**config.mk**
```make
export PLATFORM = sky130hd
export DESIGN_NAME = usf_ctrl
export DESIGN_NICKNAME = d
export VERILOG_FILES = /design/src/rtl/usf_pkg.sv /design/src/rtl/usf_ctrl.sv /design/src/rtl/usf_fifo.sv
export SDC_FILE = /design/constraint.sdc
export NUM_CORES = 1
export LEC_CHECK = 0
export BUFFER_PORTS_ARGS = -buffer_cell sky130_fd_sc_hd__buf_4
export CORE_AREA = 2 2 156 158
export DETAILED_ROUTE_END_ITERATION = 7
export DIE_AREA = 0 0 158 160
export GPL_TIMING_DRIVEN = 0
export PLACE_DENSITY = 0.75
export SYNTH_ARGS = -nofsm -noshare
export SYNTH_HDL_FRONTEND = slang
export SYNTH_SLANG_ARGS = --single-unit
```
**constraint.sdc**
```tcl
create_clock -name i_core_clk -period 2.76 [get_ports i_core_clk]
set_input_delay 0.276 -clock i_core_clk [delete_from_list [all_inputs] [get_ports i_core_clk]]
set_output_delay 0.276 -clock i_core_clk [all_outputs]
set_load 0.03 [all_outputs]
```
**src/rtl/usf_pkg.sv**
```systemverilog
// package for the uart flow control, sleep and loopback block
// assumes one 200 mhz core clock and a synchronous active-low reset
// Functional notes
// - with soft flow on, compare received characters against stop and resume values
// - on a stop match, transmitter halts after the current character completes
// - stop match with enable bit 5 set raises stop flag and interrupt
// - while suspended, a resume match restarts transmit and clears status bit 4
// - reset clears all four flow characters to zero; software may rewrite
// - double mode compares two consecutive characters against first and second values
// - characters consumed as flow matches never reach the receive fifo
// - receive fill reaching halt threshold low nibble sends stop character(s)
// - after halt, fill dropping to resume threshold sends resume character(s)
// - resume threshold is the upper nibble; software keeps halt above resume
// - special detect compares with second stop value, stores it, sets status bit 4
// - comparisons use only the configured word length of 5 to 8 bits
// - sleep needs no interrupt, nonzero divisor, enable, clear modem changes, idle rx
// - sleeping core wakes on rx start, transmit write, or modem input change
// - core resleeps once interrupts are clear and never sleeps while one pends
// - after modem wake, host reads modem status to clear change bits
// - automatic sleep stays armed until software clears the sleep enable
// - autosleep pin high: pump off after no tx, low modem, 30 s idle
// - pump wakes on rx start, tx load, or modem rising edge; about 45 us
// - full sleep when core asleep and pin high; leaves on pin low or wake
// - modem control bit 4 loops transmit shift output into receive input
// - in loopback tx, rts and dtr hold and modem inputs are ignored
// - hardware rts/cts flow control is off during loopback
package usf_pkg;
  localparam int unsigned CLK_MHZ = 200;
  localparam longint unsigned IDLE_SEC = 30;
  localparam longint unsigned IDLE_CYC = IDLE_SEC * 64'(CLK_MHZ) * 64'd1000000;
  localparam int unsigned PUMP_US = 45;
  localparam int unsigned PUMP_CYC = PUMP_US * CLK_MHZ;
  localparam int unsigned IER_SLEEP_BIT = 4;
  localparam int unsigned IER_XOFF_BIT = 5;
  localparam int unsigned EFR_SPECIAL_BIT = 5;
  localparam int unsigned MCR_LOOP_BIT = 4;
  localparam int unsigned CHR_W = 8;
  localparam logic [7:0] CHR_RESET = 8'h00;
  // soft flow compare modes: off, single char 1, single char 2, double pair
  typedef enum logic [1:0] {
    USF_FLOW_OFF = 2'b00,
    USF_FLOW_ONE = 2'b01,
    USF_FLOW_TWO = 2'b10,
    USF_FLOW_PAIR = 2'b11
  } usf_flow_t;
  // characters programmed by software
  typedef struct packed {
    logic [7:0] xon1;
    logic [7:0] xon2;
    logic [7:0] xoff1;
    logic [7:0] second_stop_character;
  } usf_chars_t;
  // modem inputs, true level
  typedef struct packed {
    logic cts;
    logic dsr;
    logic cd;
    logic ri;
  } usf_modem_t;
endpackage

```
**src/rtl/usf_ctrl.sv**
```systemverilog
// flow control, special detect, sleep and loopback control for a uart core
// assumes receiver hands one character per strobe; all other inputs are core-clock
// except the pins (rx, modem, autosleep) which pass a three-stage synchroniser
module usf_ctrl #(
  parameter int unsigned FIFO_DEPTH = 16,
  parameter longint unsigned IDLE_CYCLES = usf_pkg::IDLE_CYC,
  parameter int unsigned PUMP_CYCLES = usf_pkg::PUMP_CYC
) (
  input wire logic i_core_clk,
  input wire logic i_rst_n,
  // configuration bits from the register file
  input wire logic [7:0] i_interrupt_enable_reg,
  input wire logic [7:0] i_enhanced_function_reg,
  input wire usf_pkg::usf_flow_t i_rx_flow_mode,
  input wire usf_pkg::usf_flow_t i_tx_flow_mode,
  input wire logic [1:0] i_line_control_reg,
  input wire logic [7:0] i_modem_control_reg,
  input wire logic [7:0] i_transmission_control_reg,
  input wire logic [15:0] i_divisor,
  input wire logic i_chars_we,
  input wire usf_pkg::usf_chars_t i_chars,
  input wire logic i_other_int_pending,
  input wire logic i_modem_status_read,
  // character path
  input wire logic i_rx_valid,
  input wire logic [7:0] i_rx_char,
  output logic o_rx_fifo_valid,
  output logic [7:0] o_rx_fifo_data,
  input wire logic i_rx_fifo_ready,
  output logic o_rx_overrun,
  // transmitter hooks
  input wire logic i_tx_shift_out,
  input wire logic i_tx_busy,
  input wire logic i_tx_char_done,
  input wire logic i_tx_load,
  output logic o_tx_halt,
  output logic o_flow_send,
  output logic [7:0] o_flow_char,
  input wire logic i_flow_taken,
  // pins
  input wire logic i_rx_pin,
  input wire usf_pkg::usf_modem_t i_modem_pin,
  input wire logic i_charge_pump_autosleep_pin,
  input wire logic i_rts,
  input wire logic i_dtr,
  output logic o_tx_pin,
  output logic o_rts_pin,
  output logic o_dtr_pin,
  output logic o_rx_core,
  output usf_pkg::usf_modem_t o_modem_core,
  output logic o_hw_flow_on,
  // status
  output logic o_interrupt,
  output logic o_xoff_flag,
  output logic o_isr_bit4,
  output logic [3:0] o_modem_change,
  output logic o_core_sleep,
  output logic o_pump_off,
  output logic o_pump_ready,
  output logic o_full_sleep
);
  logic loop;
  logic [7:0] mask;
  usf_pkg::usf_chars_t chars;
  // flow characters clear on reset, writable afterwards
  always_ff @(posedge i_core_clk) begin
    if (!i_rst_n) begin
      chars <= '{default: usf_pkg::CHR_RESET};
    end else if (i_chars_we) begin
      chars <= i_chars;
    end
  end
  assign loop = i_modem_control_reg[usf_pkg::MCR_LOOP_BIT];
  // word length mask 5..8 bits
  always_comb begin
    case (i_line_control_reg)
      2'b00: mask = 8'h1f;
      2'b01: mask = 8'h3f;
      2'b10: mask = 8'h7f;
      default: mask = 8'hff;
    endcase
  end
  // pin synchronisers: three stages, a change counts when stages 2 and 3 agree
  logic [2:0] rx_s;
  logic [2:0] acp_s;
  logic [2:0] mdm_s [4];
  logic rx_q;
  logic acp_q;
  logic [3:0] mdm_q;
  logic [3:0] mdm_raw;
  assign mdm_raw = i_modem_pin;
  always_ff @(posedge i_core_clk) begin
    if (!i_rst_n) begin
      rx_s <= 3'b111;
      acp_s <= 3'b000;
      rx_q <= 1'b1;
      acp_q <= 1'b0;
    end else begin
      rx_s <= {rx_s[1:0], i_rx_pin};
      acp_s <= {acp_s[1:0], i_charge_pump_autosleep_pin};
      if (rx_s[1] == rx_s[2]) rx_q <= rx_s[2];
      if (acp_s[1] == acp_s[2]) acp_q <= acp_s[2];
    end
  end
  for (genvar g = 0; g < 4; g++) begin : g_mdm
    always_ff @(posedge i_core_clk) begin
      if (!i_rst_n) begin
        mdm_s[g] <= 3'b000;
        mdm_q[g] <= 1'b0;
      end else begin
        mdm_s[g] <= {mdm_s[g][1:0], mdm_raw[g]};
        if (mdm_s[g][1] == mdm_s[g][2]) mdm_q[g] <= mdm_s[g][2];
      end
    end
  end
  // loopback routing: modem inputs ignored, pins held
  always_ff @(posedge i_core_clk) begin
    if (!i_rst_n) begin
      o_rx_core <= 1'b1;
      o_modem_core <= '0;
      o_tx_pin <= 1'b1;
      o_rts_pin <= 1'b0;
      o_dtr_pin <= 1'b0;
      o_hw_flow_on <= 1'b0;
    end else begin
      o_rx_core <= loop ? i_tx_shift_out : rx_q;
      o_hw_flow_on <= !loop;
      if (!loop) begin
        o_tx_pin <= i_tx_shift_out;
        o_rts_pin <= i_rts;
        o_dtr_pin <= i_dtr;
        o_modem_core <= mdm_q;
      end
    end
  end
  // receive compare: pair tracking restarts on any other character
  logic [7:0] rc;
  logic on1;
  logic on2;
  logic off1;
  logic off2;
  logic pend_on;
  logic pend_off;
  logic hit_on;
  logic hit_off;
  logic special;
  logic rx_flow_on;
  assign rc = i_rx_char & mask;
  assign on1 = rc == (chars.xon1 & mask);
  assign on2 = rc == (chars.xon2 & mask);
  assign off1 = rc == (chars.xoff1 & mask);
  assign off2 = rc == (chars.second_stop_character & mask);
  assign rx_flow_on = i_rx_flow_mode != usf_pkg::USF_FLOW_OFF;
  always_comb begin
    hit_on = 1'b0;
    hit_off = 1'b0;
    case (i_rx_flow_mode)
      usf_pkg::USF_FLOW_ONE: begin
        hit_on = on1;
        hit_off = off1;
      end
      usf_pkg::USF_FLOW_TWO: begin
        hit_on = on2;
        hit_off = off2;
      end
      usf_pkg::USF_FLOW_PAIR: begin
        hit_on = pend_on && on2;
        hit_off = pend_off && off2;
      end
      default: begin
        hit_on = 1'b0;
        hit_off = 1'b0;
      end
    endcase
  end
  assign special = i_enhanced_function_reg[usf_pkg::EFR_SPECIAL_BIT] && off2 && !hit_off;
  // first-of-pair tracking; a first character is dropped from the fifo whether or not the pair completes
  always_ff @(posedge i_core_clk) begin
    if (!i_rst_n) begin
      pend_on <= 1'b0;
      pend_off <= 1'b0;
    end else if (i_rx_valid) begin
      pend_on <= (i_rx_flow_mode == usf_pkg::USF_FLOW_PAIR) && on1 && !hit_on;
      pend_off <= (i_rx_flow_mode == usf_pkg::USF_FLOW_PAIR) && off1 && !hit_off;
    end
  end
  // consumed flow characters never enter the fifo; a broken pair loses its first byte
  logic push;
  logic fifo_ready;
  logic [$clog2(FIFO_DEPTH):0] level;
  logic held;
  assign held = (i_rx_flow_mode == usf_pkg::USF_FLOW_PAIR) && (on1 || off1);
  assign push = i_rx_valid && !(rx_flow_on && (hit_on || hit_off || held));
  usf_fifo #(.WIDTH(usf_pkg::CHR_W), .DEPTH(FIFO_DEPTH)) u_fifo (
    .i_core_clk(i_core_clk),
    .i_rst_n(i_rst_n),
    .i_valid(push),
    .i_data(i_rx_char),
    .o_ready(fifo_ready),
    .o_valid(o_rx_fifo_valid),
    .o_data(o_rx_fifo_data),
    .i_ready(i_rx_fifo_ready),
    .o_level(level)
  );
  // overrun when the fifo refuses a character
  always_ff @(posedge i_core_clk) begin
    if (!i_rst_n) o_rx_overrun <= 1'b0;
    else o_rx_overrun <= push && !fifo_ready;
  end
  // suspend/resume and status flags; a set in the same cycle beats a clear
  logic suspend_req;
  logic int_pend;
  always_ff @(posedge i_core_clk) begin
    if (!i_rst_n) begin
      suspend_req <= 1'b0;
      o_xoff_flag <= 1'b0;
      o_isr_bit4 <= 1'b0;
    end else if (i_rx_valid) begin
      if (hit_off) suspend_req <= 1'b1;
      else if (hit_on && suspend_req) suspend_req <= 1'b0;
      if (hit_off && i_interrupt_enable_reg[usf_pkg::IER_XOFF_BIT]) begin
        o_xoff_flag <= 1'b1;
        o_isr_bit4 <= 1'b1;
      end else if (special) begin
        o_isr_bit4 <= 1'b1;
      end else if (hit_on && suspend_req) begin
        o_xoff_flag <= 1'b0;
        o_isr_bit4 <= 1'b0;
      end
    end
  end
  // halt lands only between characters, so a character in flight completes
  always_ff @(posedge i_core_clk) begin
    if (!i_rst_n) o_tx_halt <= 1'b0;
    else if (!suspend_req) o_tx_halt <= 1'b0;
    else if (!i_tx_busy || i_tx_char_done) o_tx_halt <= 1'b1;
  end
  assign int_pend = o_xoff_flag || o_isr_bit4 || i_other_int_pending;
  always_ff @(posedge i_core_clk) begin
    if (!i_rst_n) o_interrupt <= 1'b0;
    else o_interrupt <= int_pend;
  end
  // threshold sender: one or two characters per event
  logic halted;
  logic [1:0] send_left;
  logic sending_off;
  logic [3:0] halt_lvl;
  logic [3:0] resume_lvl;
  logic tx_flow_on;
  assign halt_lvl = i_transmission_control_reg[3:0];
  assign resume_lvl = i_transmission_control_reg[7:4];
  assign tx_flow_on = i_tx_flow_mode != usf_pkg::USF_FLOW_OFF;
  always_ff @(posedge i_core_clk) begin
    if (!i_rst_n) begin
      halted <= 1'b0;
      send_left <= 2'd0;
      sending_off <= 1'b0;
    end else if (send_left != 2'd0) begin
      if (i_flow_taken) send_left <= send_left - 2'd1;
    end else if (tx_flow_on && !halted && level >= 5'(halt_lvl)) begin
      halted <= 1'b1;
      sending_off <= 1'b1;
      send_left <= (i_tx_flow_mode == usf_pkg::USF_FLOW_PAIR) ? 2'd2 : 2'd1;
    end else if (halted && level <= 5'(resume_lvl)) begin
      halted <= 1'b0;
      sending_off <= 1'b0;
      send_left <= (i_tx_flow_mode == usf_pkg::USF_FLOW_PAIR) ? 2'd2 : 2'd1;
    end
  end
  // pick the character to send; pair sends first then second
  always_ff @(posedge i_core_clk) begin
    if (!i_rst_n) begin
      o_flow_send <= 1'b0;
      o_flow_char <= usf_pkg::CHR_RESET;
    end else begin
      o_flow_send <= (send_left != 2'd0) && !(i_flow_taken && send_left == 2'd1);
      if (send_left == 2'd2 || i_tx_flow_mode == usf_pkg::USF_FLOW_ONE) begin
        o_flow_char <= sending_off ? chars.xoff1 : chars.xon1;
      end else begin
        o_flow_char <= sending_off ? chars.second_stop_character : chars.xon2;
      end
    end
  end
  // modem change bits, cleared by a status read; set wins
  logic [3:0] mdm_prev;
  logic [3:0] mdm_chg;
  logic [3:0] mdm_rise;
  assign mdm_chg = loop ? 4'h0 : (mdm_q ^ mdm_prev);
  assign mdm_rise = loop ? 4'h0 : (mdm_q & ~mdm_prev);
  always_ff @(posedge i_core_clk) begin
    if (!i_rst_n) begin
      mdm_prev <= 4'h0;
      o_modem_change <= 4'h0;
    end else begin
      mdm_prev <= mdm_q;
      o_modem_change <= (i_modem_status_read ? 4'h0 : o_modem_change) | mdm_chg;
    end
  end
  // core sleep: re-evaluated each cycle, so it stays armed while enabled
  logic rx_prev;
  logic rx_start;
  logic wake;
  logic may_sleep;
  assign rx_start = rx_prev && !rx_q;
  assign wake = rx_start || i_tx_load || (mdm_chg != 4'h0);
  assign may_sleep = !int_pend && (i_divisor != 16'h0000)
    && i_interrupt_enable_reg[usf_pkg::IER_SLEEP_BIT]
    && (o_modem_change == 4'h0) && rx_q && !i_tx_busy;
  always_ff @(posedge i_core_clk) begin
    if (!i_rst_n) begin
      rx_prev <= 1'b1;
      o_core_sleep <= 1'b0;
    end else begin
      rx_prev <= rx_q;
      if (wake || !may_sleep) o_core_sleep <= 1'b0;
      else o_core_sleep <= 1'b1;
    end
  end
  // charge pump idle counter and wake delay
  localparam int unsigned IW = $clog2(IDLE_CYCLES + 1);
  localparam int unsigned PW = $clog2(PUMP_CYCLES + 1);
  logic [IW-1:0] idle_cnt;
  logic [PW-1:0] pump_cnt;
  logic pump_wake;
  assign pump_wake = rx_start || i_tx_load || (mdm_rise != 4'h0);
  always_ff @(posedge i_core_clk) begin
    if (!i_rst_n) begin
      idle_cnt <= '0;
      o_pump_off <= 1'b0;
      o_full_sleep <= 1'b0;
    end else begin
      if (!acp_q || pump_wake || i_tx_busy || mdm_q != 4'h0) idle_cnt <= '0;
      else if (idle_cnt != IW'(IDLE_CYCLES)) idle_cnt <= idle_cnt + 1'b1;
      if (!acp_q || pump_wake) o_pump_off <= 1'b0;
      else if (o_core_sleep || idle_cnt == IW'(IDLE_CYCLES)) o_pump_off <= 1'b1;
      o_full_sleep <= acp_q && o_core_sleep && !wake;
    end
  end
  // pump ready out of reset; after a pump-off, ready again only after the restart delay
  always_ff @(posedge i_core_clk) begin
    if (!i_rst_n) begin
      pump_cnt <= '0;
      o_pump_ready <= 1'b1;
    end else if (o_pump_off) begin
      pump_cnt <= '0;
      o_pump_ready <= 1'b0;
    end else if (pump_cnt != PW'(PUMP_CYCLES)) begin
      pump_cnt <= pump_cnt + 1'b1;
    end else begin
      o_pump_ready <= 1'b1;
    end
  end
endmodule

```
**src/rtl/usf_fifo.sv**
```systemverilog
// parameterised valid/ready fifo for received characters
// assumes both sides on the same clock; no read-during-full bypass
module usf_fifo #(
  parameter int unsigned WIDTH = 8,
  parameter int unsigned DEPTH = 16
) (
  input wire logic i_core_clk,
  input wire logic i_rst_n,
  input wire logic i_valid,
  input wire logic [WIDTH-1:0] i_data,
  output logic o_ready,
  output logic o_valid,
  output logic [WIDTH-1:0] o_data,
  input wire logic i_ready,
  output logic [$clog2(DEPTH):0] o_level
);
  localparam int unsigned AW = $clog2(DEPTH);
  logic [WIDTH-1:0] mem [DEPTH];
  logic [AW-1:0] wr_ptr;
  logic [AW-1:0] rd_ptr;
  logic [AW:0] count;
  logic push;
  logic pop;
  logic [AW-1:0] next_rd_ptr;
  logic [AW:0] next_count;
  assign push = i_valid && o_ready;
  assign pop = o_valid && i_ready;
  assign o_ready = count != (AW+1)'(DEPTH);
  assign o_level = count;
  assign next_rd_ptr = !pop ? rd_ptr : (rd_ptr == AW'(DEPTH - 1)) ? '0 : rd_ptr + 1'b1;
  assign next_count = count + (AW+1)'(push) - (AW+1)'(pop);
  // registered head; a push landing on the next head slot bypasses the array
  always_ff @(posedge i_core_clk) begin
    if (push) begin
      mem[wr_ptr] <= i_data;
    end
    o_data <= (push && next_rd_ptr == wr_ptr) ? i_data : mem[next_rd_ptr];
  end
  // pointers wrap at depth so non-power-of-two depths work
  always_ff @(posedge i_core_clk) begin
    if (!i_rst_n) begin
      wr_ptr <= '0;
      rd_ptr <= '0;
      count <= '0;
      o_valid <= 1'b0;
    end else begin
      if (push) begin
        wr_ptr <= (wr_ptr == AW'(DEPTH - 1)) ? '0 : wr_ptr + 1'b1;
      end
      rd_ptr <= next_rd_ptr;
      count <= next_count;
      o_valid <= next_count != '0;
    end
  end
endmodule

```
### Word level (Yosys, flattened, before mapping)

Memories as Yosys holds them, arrays and structs flattened. A register that Yosys moved wholly into a read port is not among the register bits.
Index checks and enable logic that the tools add are counted.
Widths: inputs -> output; s select.

* bits in registers: 147
* logic and storage cells: 218
* memories kept: 2
* RAM bits: 140
* input port bits: 114

* add/subtract/negate cells: 7
* $lt $le $gt $ge: 2
* bitwise gates (word level): 15
* equality and inequality tests: 28
* reductions and logical operators: 81
* muxes and demuxes: 37

Memories
* u_fifo.mem: words 16, width 8, read ports 1, clocked after Yosys merged registers in 1, wr ports 1, RTL line usf_fifo.sv:18 `logic [WIDTH-1:0] mem [DEPTH];`
* mdm_s: words 4, width 3, read ports 4, clocked after Yosys merged registers in 0, wr ports 4, RTL line usf_ctrl.sv:86 `logic [2:0] mdm_s [4];`

Operator list (count)
* $and 8x8->8: 5
* $add 33x1->33 const B: 1
* $eq 33x33->1 const B: 1
* $ne 33x33->1 const B: 1
* $eq 8x8->1: 4
* $logic_and 1x1->1: 29
* $mux 4: 6
* $mux 8: 3
* $pmux 8 s3: 1
* $mux 1: 16
* $reduce_bool 16->1: 1
* $logic_or 1x1->1: 15
* $add 14x1->14 const B: 1
* $ne 14x14->1 const B: 1
* $logic_not 1->1: 13
* $mux 3: 4
* $reduce_bool 2->1: 6
* $reduce_bool 4->1: 3
* $eq 2x2->1 const B: 5
* $mux 2: 5
* $reduce_and 2->1: 5
* $add 4x1->4 const B: 2
* $eq 2x1->1 const B: 4
* $eq 4x4->1 const B: 2
* 22 further kinds: 36

### Depth between registers and ports, before layout

* depth in word-level cells: 15
* mapped depth: 15
* mapped depth without buffers: 13

### Modules after synthesis

From an unflattened synthesis, not the netlist that was laid out.

* cells, all modules: 998
* area, all modules: 12345.6 sq um

Modules (own cells, without submodules)
* usf_ctrl: cells an instance 689, times used 1, area an instance 6510.0 sq um, sequential area each 2902.8 sq um
* usf_fifo: cells an instance 309, times used 1, area an instance 5835.6 sq um, sequential area each 4204.0 sq um

### Least setup slack after synthesis

No wires, ideal clock.

* path kind: input to register
* start: in i_rx_char[4]
* end: reg u_fifo.o_valid
* arrival: 2.823 ns
* setup time: 0.071 ns
* setup slack: -0.133 ns
* cell stages on the path: 15
* cells stage by stage: buf_2 -> xnor2_1 -> nand3_1 -> or4_4 -> and4bb_4 -> and2_4 -> buf_6 -> ha_1 -> fa_1 -> a21oi_1 -> nor2_1 -> nor2_1 -> xnor2_1 -> nor2_1 -> a21oi_1

* cells in the longest elaborated chain, start to end: 13
* elaborated cells on any way between the ends: 20

RTL lines
* start: declaration: RTL line usf_ctrl.sv:26 `input wire logic [7:0] i_rx_char,`
* $and 8x8->8 *: RTL line usf_ctrl.sv:148 `assign rc = i_rx_char & mask;`
* $eq 8x8->1, on equally long branches: RTL line usf_ctrl.sv:150, usf_ctrl.sv:152
* $logic_and 1x1->1, on equally long branches: RTL line usf_ctrl.sv:167, usf_ctrl.sv:168
* $pmux 1 s3: RTL line usf_ctrl.sv:157 `case (i_rx_flow_mode)`
* $logic_or 1x1->1: RTL line usf_ctrl.sv:193 `assign push = i_rx_valid && !(rx_flow_on && (hit_on || hit_off || held));`
* $logic_or 1x1->1 *: RTL line usf_ctrl.sv:193
* $logic_and 1x1->1 *: RTL line usf_ctrl.sv:193
* $logic_not 1->1 *: RTL line usf_ctrl.sv:193
* $logic_and 1x1->1 *: RTL line usf_ctrl.sv:193
* $logic_and 1x1->1 *: RTL line usf_fifo.sv:26 `assign push = i_valid && o_ready;`
* via u_fifo.push: RTL line usf_fifo.sv:22 `logic push;`
* $add 5x1->5 *: RTL line usf_fifo.sv:31 `assign next_count = count + (AW+1)'(push) - (AW+1)'(pop);`
* $sub 5x1->5 *: RTL line usf_fifo.sv:31
* $reduce_bool 5->1 *: RTL line usf_fifo.sv:52 `o_valid <= next_count != '0;`
* end signal: assignment: RTL line usf_fifo.sv:45 `o_valid <= 1'b0;`
* end signal: assignment: RTL line usf_fifo.sv:52
* end: declaration: RTL line usf_fifo.sv:12 `output logic o_valid,`

Mark *: on every way through the listed nets, which the timed path passes. The rest lies on a longest branch.
A chain may end at the register's enable or synchronous reset.

### Final worst setup path

* start: reg chars[6] (netlist bit)
* end: reg u_fifo.o_valid

* cells in the longest elaborated chain, start to end: 13

RTL lines
* start: declaration: RTL line usf_ctrl.sv:64 `usf_pkg::usf_chars_t chars;`
* start signal: assignment: RTL line usf_ctrl.sv:70 `chars <= i_chars;`
* $and 8x8->8 *: RTL line usf_ctrl.sv:152 `assign off2 = rc == (chars.second_stop_character & mask);`
* $eq 8x8->1 *: RTL line usf_ctrl.sv:152
* $logic_and 1x1->1: RTL line usf_ctrl.sv:168 `hit_off = pend_off && off2;`
* $pmux 1 s3 *: RTL line usf_ctrl.sv:157
* $logic_or 1x1->1 * (2 in series): RTL line usf_ctrl.sv:193
* $logic_and 1x1->1 *: RTL line usf_ctrl.sv:193
* $logic_not 1->1 *: RTL line usf_ctrl.sv:193
* $logic_and 1x1->1 *: RTL line usf_ctrl.sv:193
* $logic_and 1x1->1 *: RTL line usf_fifo.sv:26
* $add 5x1->5 *: RTL line usf_fifo.sv:31
* $sub 5x1->5 *: RTL line usf_fifo.sv:31
* $reduce_bool 5->1 *: RTL line usf_fifo.sv:52

Every way passes the cells marked *; elsewhere a longest branch is shown, timed or not.

==> metrics.yaml <==
drc: 0
cp_slowest_cell: "or4_4"
die_w_um: 158
rows: 57
worstMarginPinSlew_ns: 0.932
path_cells: "xor2_1, o2bb2ai_1, or4_4, and4bb_4, and2_4, ha_4, fa_2, a21oi_2, nor2_1, nor2_1, xnor2_1, nor2_1, a21oi_1"
area_growth_pct: 24.1
synthSimpleGateAreaFrac: 0.137
clock_sinks: 291
cpLargestDelayFamily: "simple AND/OR/NAND/NOR gates"
synth_seq_cells: 291
fin_util: 0.634
irDropWorstVdd_v: 0.000471
layout_common_cells: "dfxtp_1, buf_4, edfxtp_1, nor2_1, mux4_2"
dieArea_um2: 25300
slew_viol_final: 0
ioPinCount: 154
leakage_nw: 5.63
slew_headroom: 0.378
fin_skew_ns: 0.0197
final_area_um2: 15100
synthMuxAreaShare: 0.125
p_switching_w: 0.00278
viasPerCell: 5.34
drive_gt1_frac: 0.223
grt_pass1_vias: 8408
netSwitchingFraction: 0.258
antenna_found_initial: 0
final_antenna_net_count: 0
hold-worst-slack_ns: 0.0329
power.density_nw_per_um2: 713
die_h_um: 160
synth-edff-count: 128
insertedDiodeCount: 0
overflow: 0
worst-path-max-fanout: 2
grt_pass1_wl_mm: 43.8
routed_wl_mm: 27.4
critPathRequiredTime_ns: 3.22
instances_no_fill: 1535
final.min_clock_period_ns: 2.75
core_um2: 23800
tritoncts: "yes"
root_buffer: "clkbuf_16"
critPathBufInv: 0
synthAdderAreaFrac: 0.0294
routedWlPerCell_um: 17.9
synth_area_per_cell_um2: 12.4
grt_max_degree: 21
htreeDepth: 1
dpl_cell_area_um2: 13600
reg2reg_slack_ns: 0.008
hold_path_class: "in2reg"
first_iter_violations: 516
startpoint_type: "flip-flop"
clk_latency_ns: 0.55
syn_area_um2: 12200
seq_area_um2: 7120
synth-xor-area-share: 0.0561
p_clk_frac: 0.364
synthArstFlopShare: 0
comb_power_share: 0.187
seq_power_share: 0.449
routabilityCongestion: 0.888
port_buffers: 131
synth-compound-area-share: 0.0425
hold_violations: 0
ys_seq_area_frac: 0.584
multi_input_area_um2: 4810
synth_nets: 1121
synth_top_family_by_area: "simple AND/OR/NAND/NOR gates"
cp-end-kind: "flip-flop"
synthFlopType: "dfxtp_1"
yosysWarnings: 0
cts_buffer_depth: 3
critical_path.most_common_cell: "nor2_1"
internal_power_w: 0.00800
setup_viol: 0
critPathMaxStageDelay_ns: 0.52
cap_violations: 0
synthesis.instances: 979
ys_types: 61
rsz0062_at_grt: "true"
nNetsFinal: 1330
firstDrtPassIters: 5
post-place-cells: 1434
path_class: "reg2reg"
initial_core_util: 0.511
n_fill_cell: 1851
track_usage: 0.221
outcome: "completed"
clk_pin_slew_ns: 0.07
fmax_mhz: 363
worstPathArrival_ns: 3.21
cts_made_buffers: 29
mostFrequentLayoutCell: "dfxtp_1"
vias: 8204
hpwl_mm: 18.8
fin_crit_sh: 0.997
## cell families (layout without fill, tap and decap cells)
kind of cell	Yosys count	in the layout
xor gates and xnor gates	78	78
DFF	291	291
AOI/OAI and AO/OA	83	83
muxes	92	92
buffers and inverters	77	309
and+or+nand+nor	330	330
adders and majority gates	28	28
## routing by layer
layer  up-vias  global-route usage  wire, µm
met1      3981               0.308     12000
li1       3934                   -         -
met2       240               0.358     13000
met5         -                   0         0
met3        49              0.0374      1720
met4         0              0.0659       669
## final timing paths
path                         startpoint                   endpoint  cells after the start
setup / recovery  chars[6]$_SDFFE_PN0P_  u_fifo.o_valid$_SDFF_PN0_                     13
hold / removal               i_rx_valid   o_xoff_flag$_SDFFE_PN0P_                      3
setup reg to reg  chars[6]$_SDFFE_PN0P_  u_fifo.o_valid$_SDFF_PN0_                     13
hold reg to reg      rx_s[0]$_SDFF_PN1_         rx_s[1]$_SDFF_PN1_                      1
## layout make-up
| class | count | area share |
|---|---|---|
| buffer | 38 | 0.0138 |
| clock buffer | 44 | 0.0583 |
| clock inverter | 10 | 0.00563 |
| inverter | 37 | 0.00919 |
| multi-input combinational | 611 | 0.318 |
| sequential | 291 | 0.471 |
| tap | 324 | 0.0268 |
| timing repair buffer | 180 | 0.0967 |
## flip-flops by register name, summed over array words and instances, names as in the netlist, 2 cells and up, named ones only
signal and count:
o_modem_change 4, chars 32, send_left 2, rx_s 3
u_fifo.wr_ptr 4, mdm_s 12, mdm_prev 4, u_fifo.rd_ptr 4
acp_s 3, mdm_q 4, u_fifo.mem 128, idle_cnt 33
o_modem_core 4, pump_cnt 14, u_fifo.o_level 5, o_flow_char 8
## worst reg2reg max path: cells and delay by family (launching register included)
family	cells	cell delay (ns)
AOI/OAI and AO/OA	3	0.40
xor gates and xnor gates	2	0.30
adders and majority gates	2	0.50
DFF	1	0.33
and+or+nand+nor	6	1.14
## repair_timing
action	CTS	global route
gates resized for setup	18	11
hold buffers	44	0
pin swaps	8	0
buffers inserted	4	1
endpoints found under the setup margin	10	10
hold endpoints to repair	45	0
## power groups by stage
stage | sequential (W) | clock, W | combinational [W]
final | 0.00484 | 0.00392 | 0.00201
after global routing | 0.00486 | 0.00417 | 0.00220
after CTS | 0.00483 | 0.00398 | 0.00201
after detailed placement | 0.00491 | 0 | 0.00193
after global placement | 0.00491 | 0 | 0.00190
after floorplan | 0.00493 | 0 | 0.00130
## per-stage QoR
step                setup WS (ns)  setup TNS (ns)  total power, W
floorplan                 -0.0370         -0.0370         0.00623
global route               -0.160          -0.225          0.0112
CTS                       -0.0230         -0.0312          0.0108
finish                    0.00780               0          0.0108
detailed placement         -0.509           -1.49         0.00684
global placement           -0.501           -1.40         0.00680
## Yosys cell counts (17+ instances only)
| cell type | number | share of area |
|---|---|---|
| a21oi_1 | 30 | 0.012 |
| and2_1 | 42 | 0.022 |
| clkbuf_1 | 23 | 0.0071 |
| dfxtp_1 | 163 | 0.27 |
| edfxtp_1 | 128 | 0.32 |
| ha_1 | 27 | 0.028 |
| inv_1 | 36 | 0.011 |
| mux2i_1 | 42 | 0.035 |
| mux4_2 | 48 | 0.089 |
| nand2_1 | 45 | 0.014 |
| nand3_1 | 23 | 0.0095 |
| nand4_1 | 17 | 0.0087 |
| nor2_1 | 123 | 0.038 |
| o21ai_0 | 20 | 0.0082 |
| xnor2_1 | 41 | 0.030 |
| xor2_1 | 37 | 0.027 |
No activity file was read; power rests on OpenSTA's default activity.
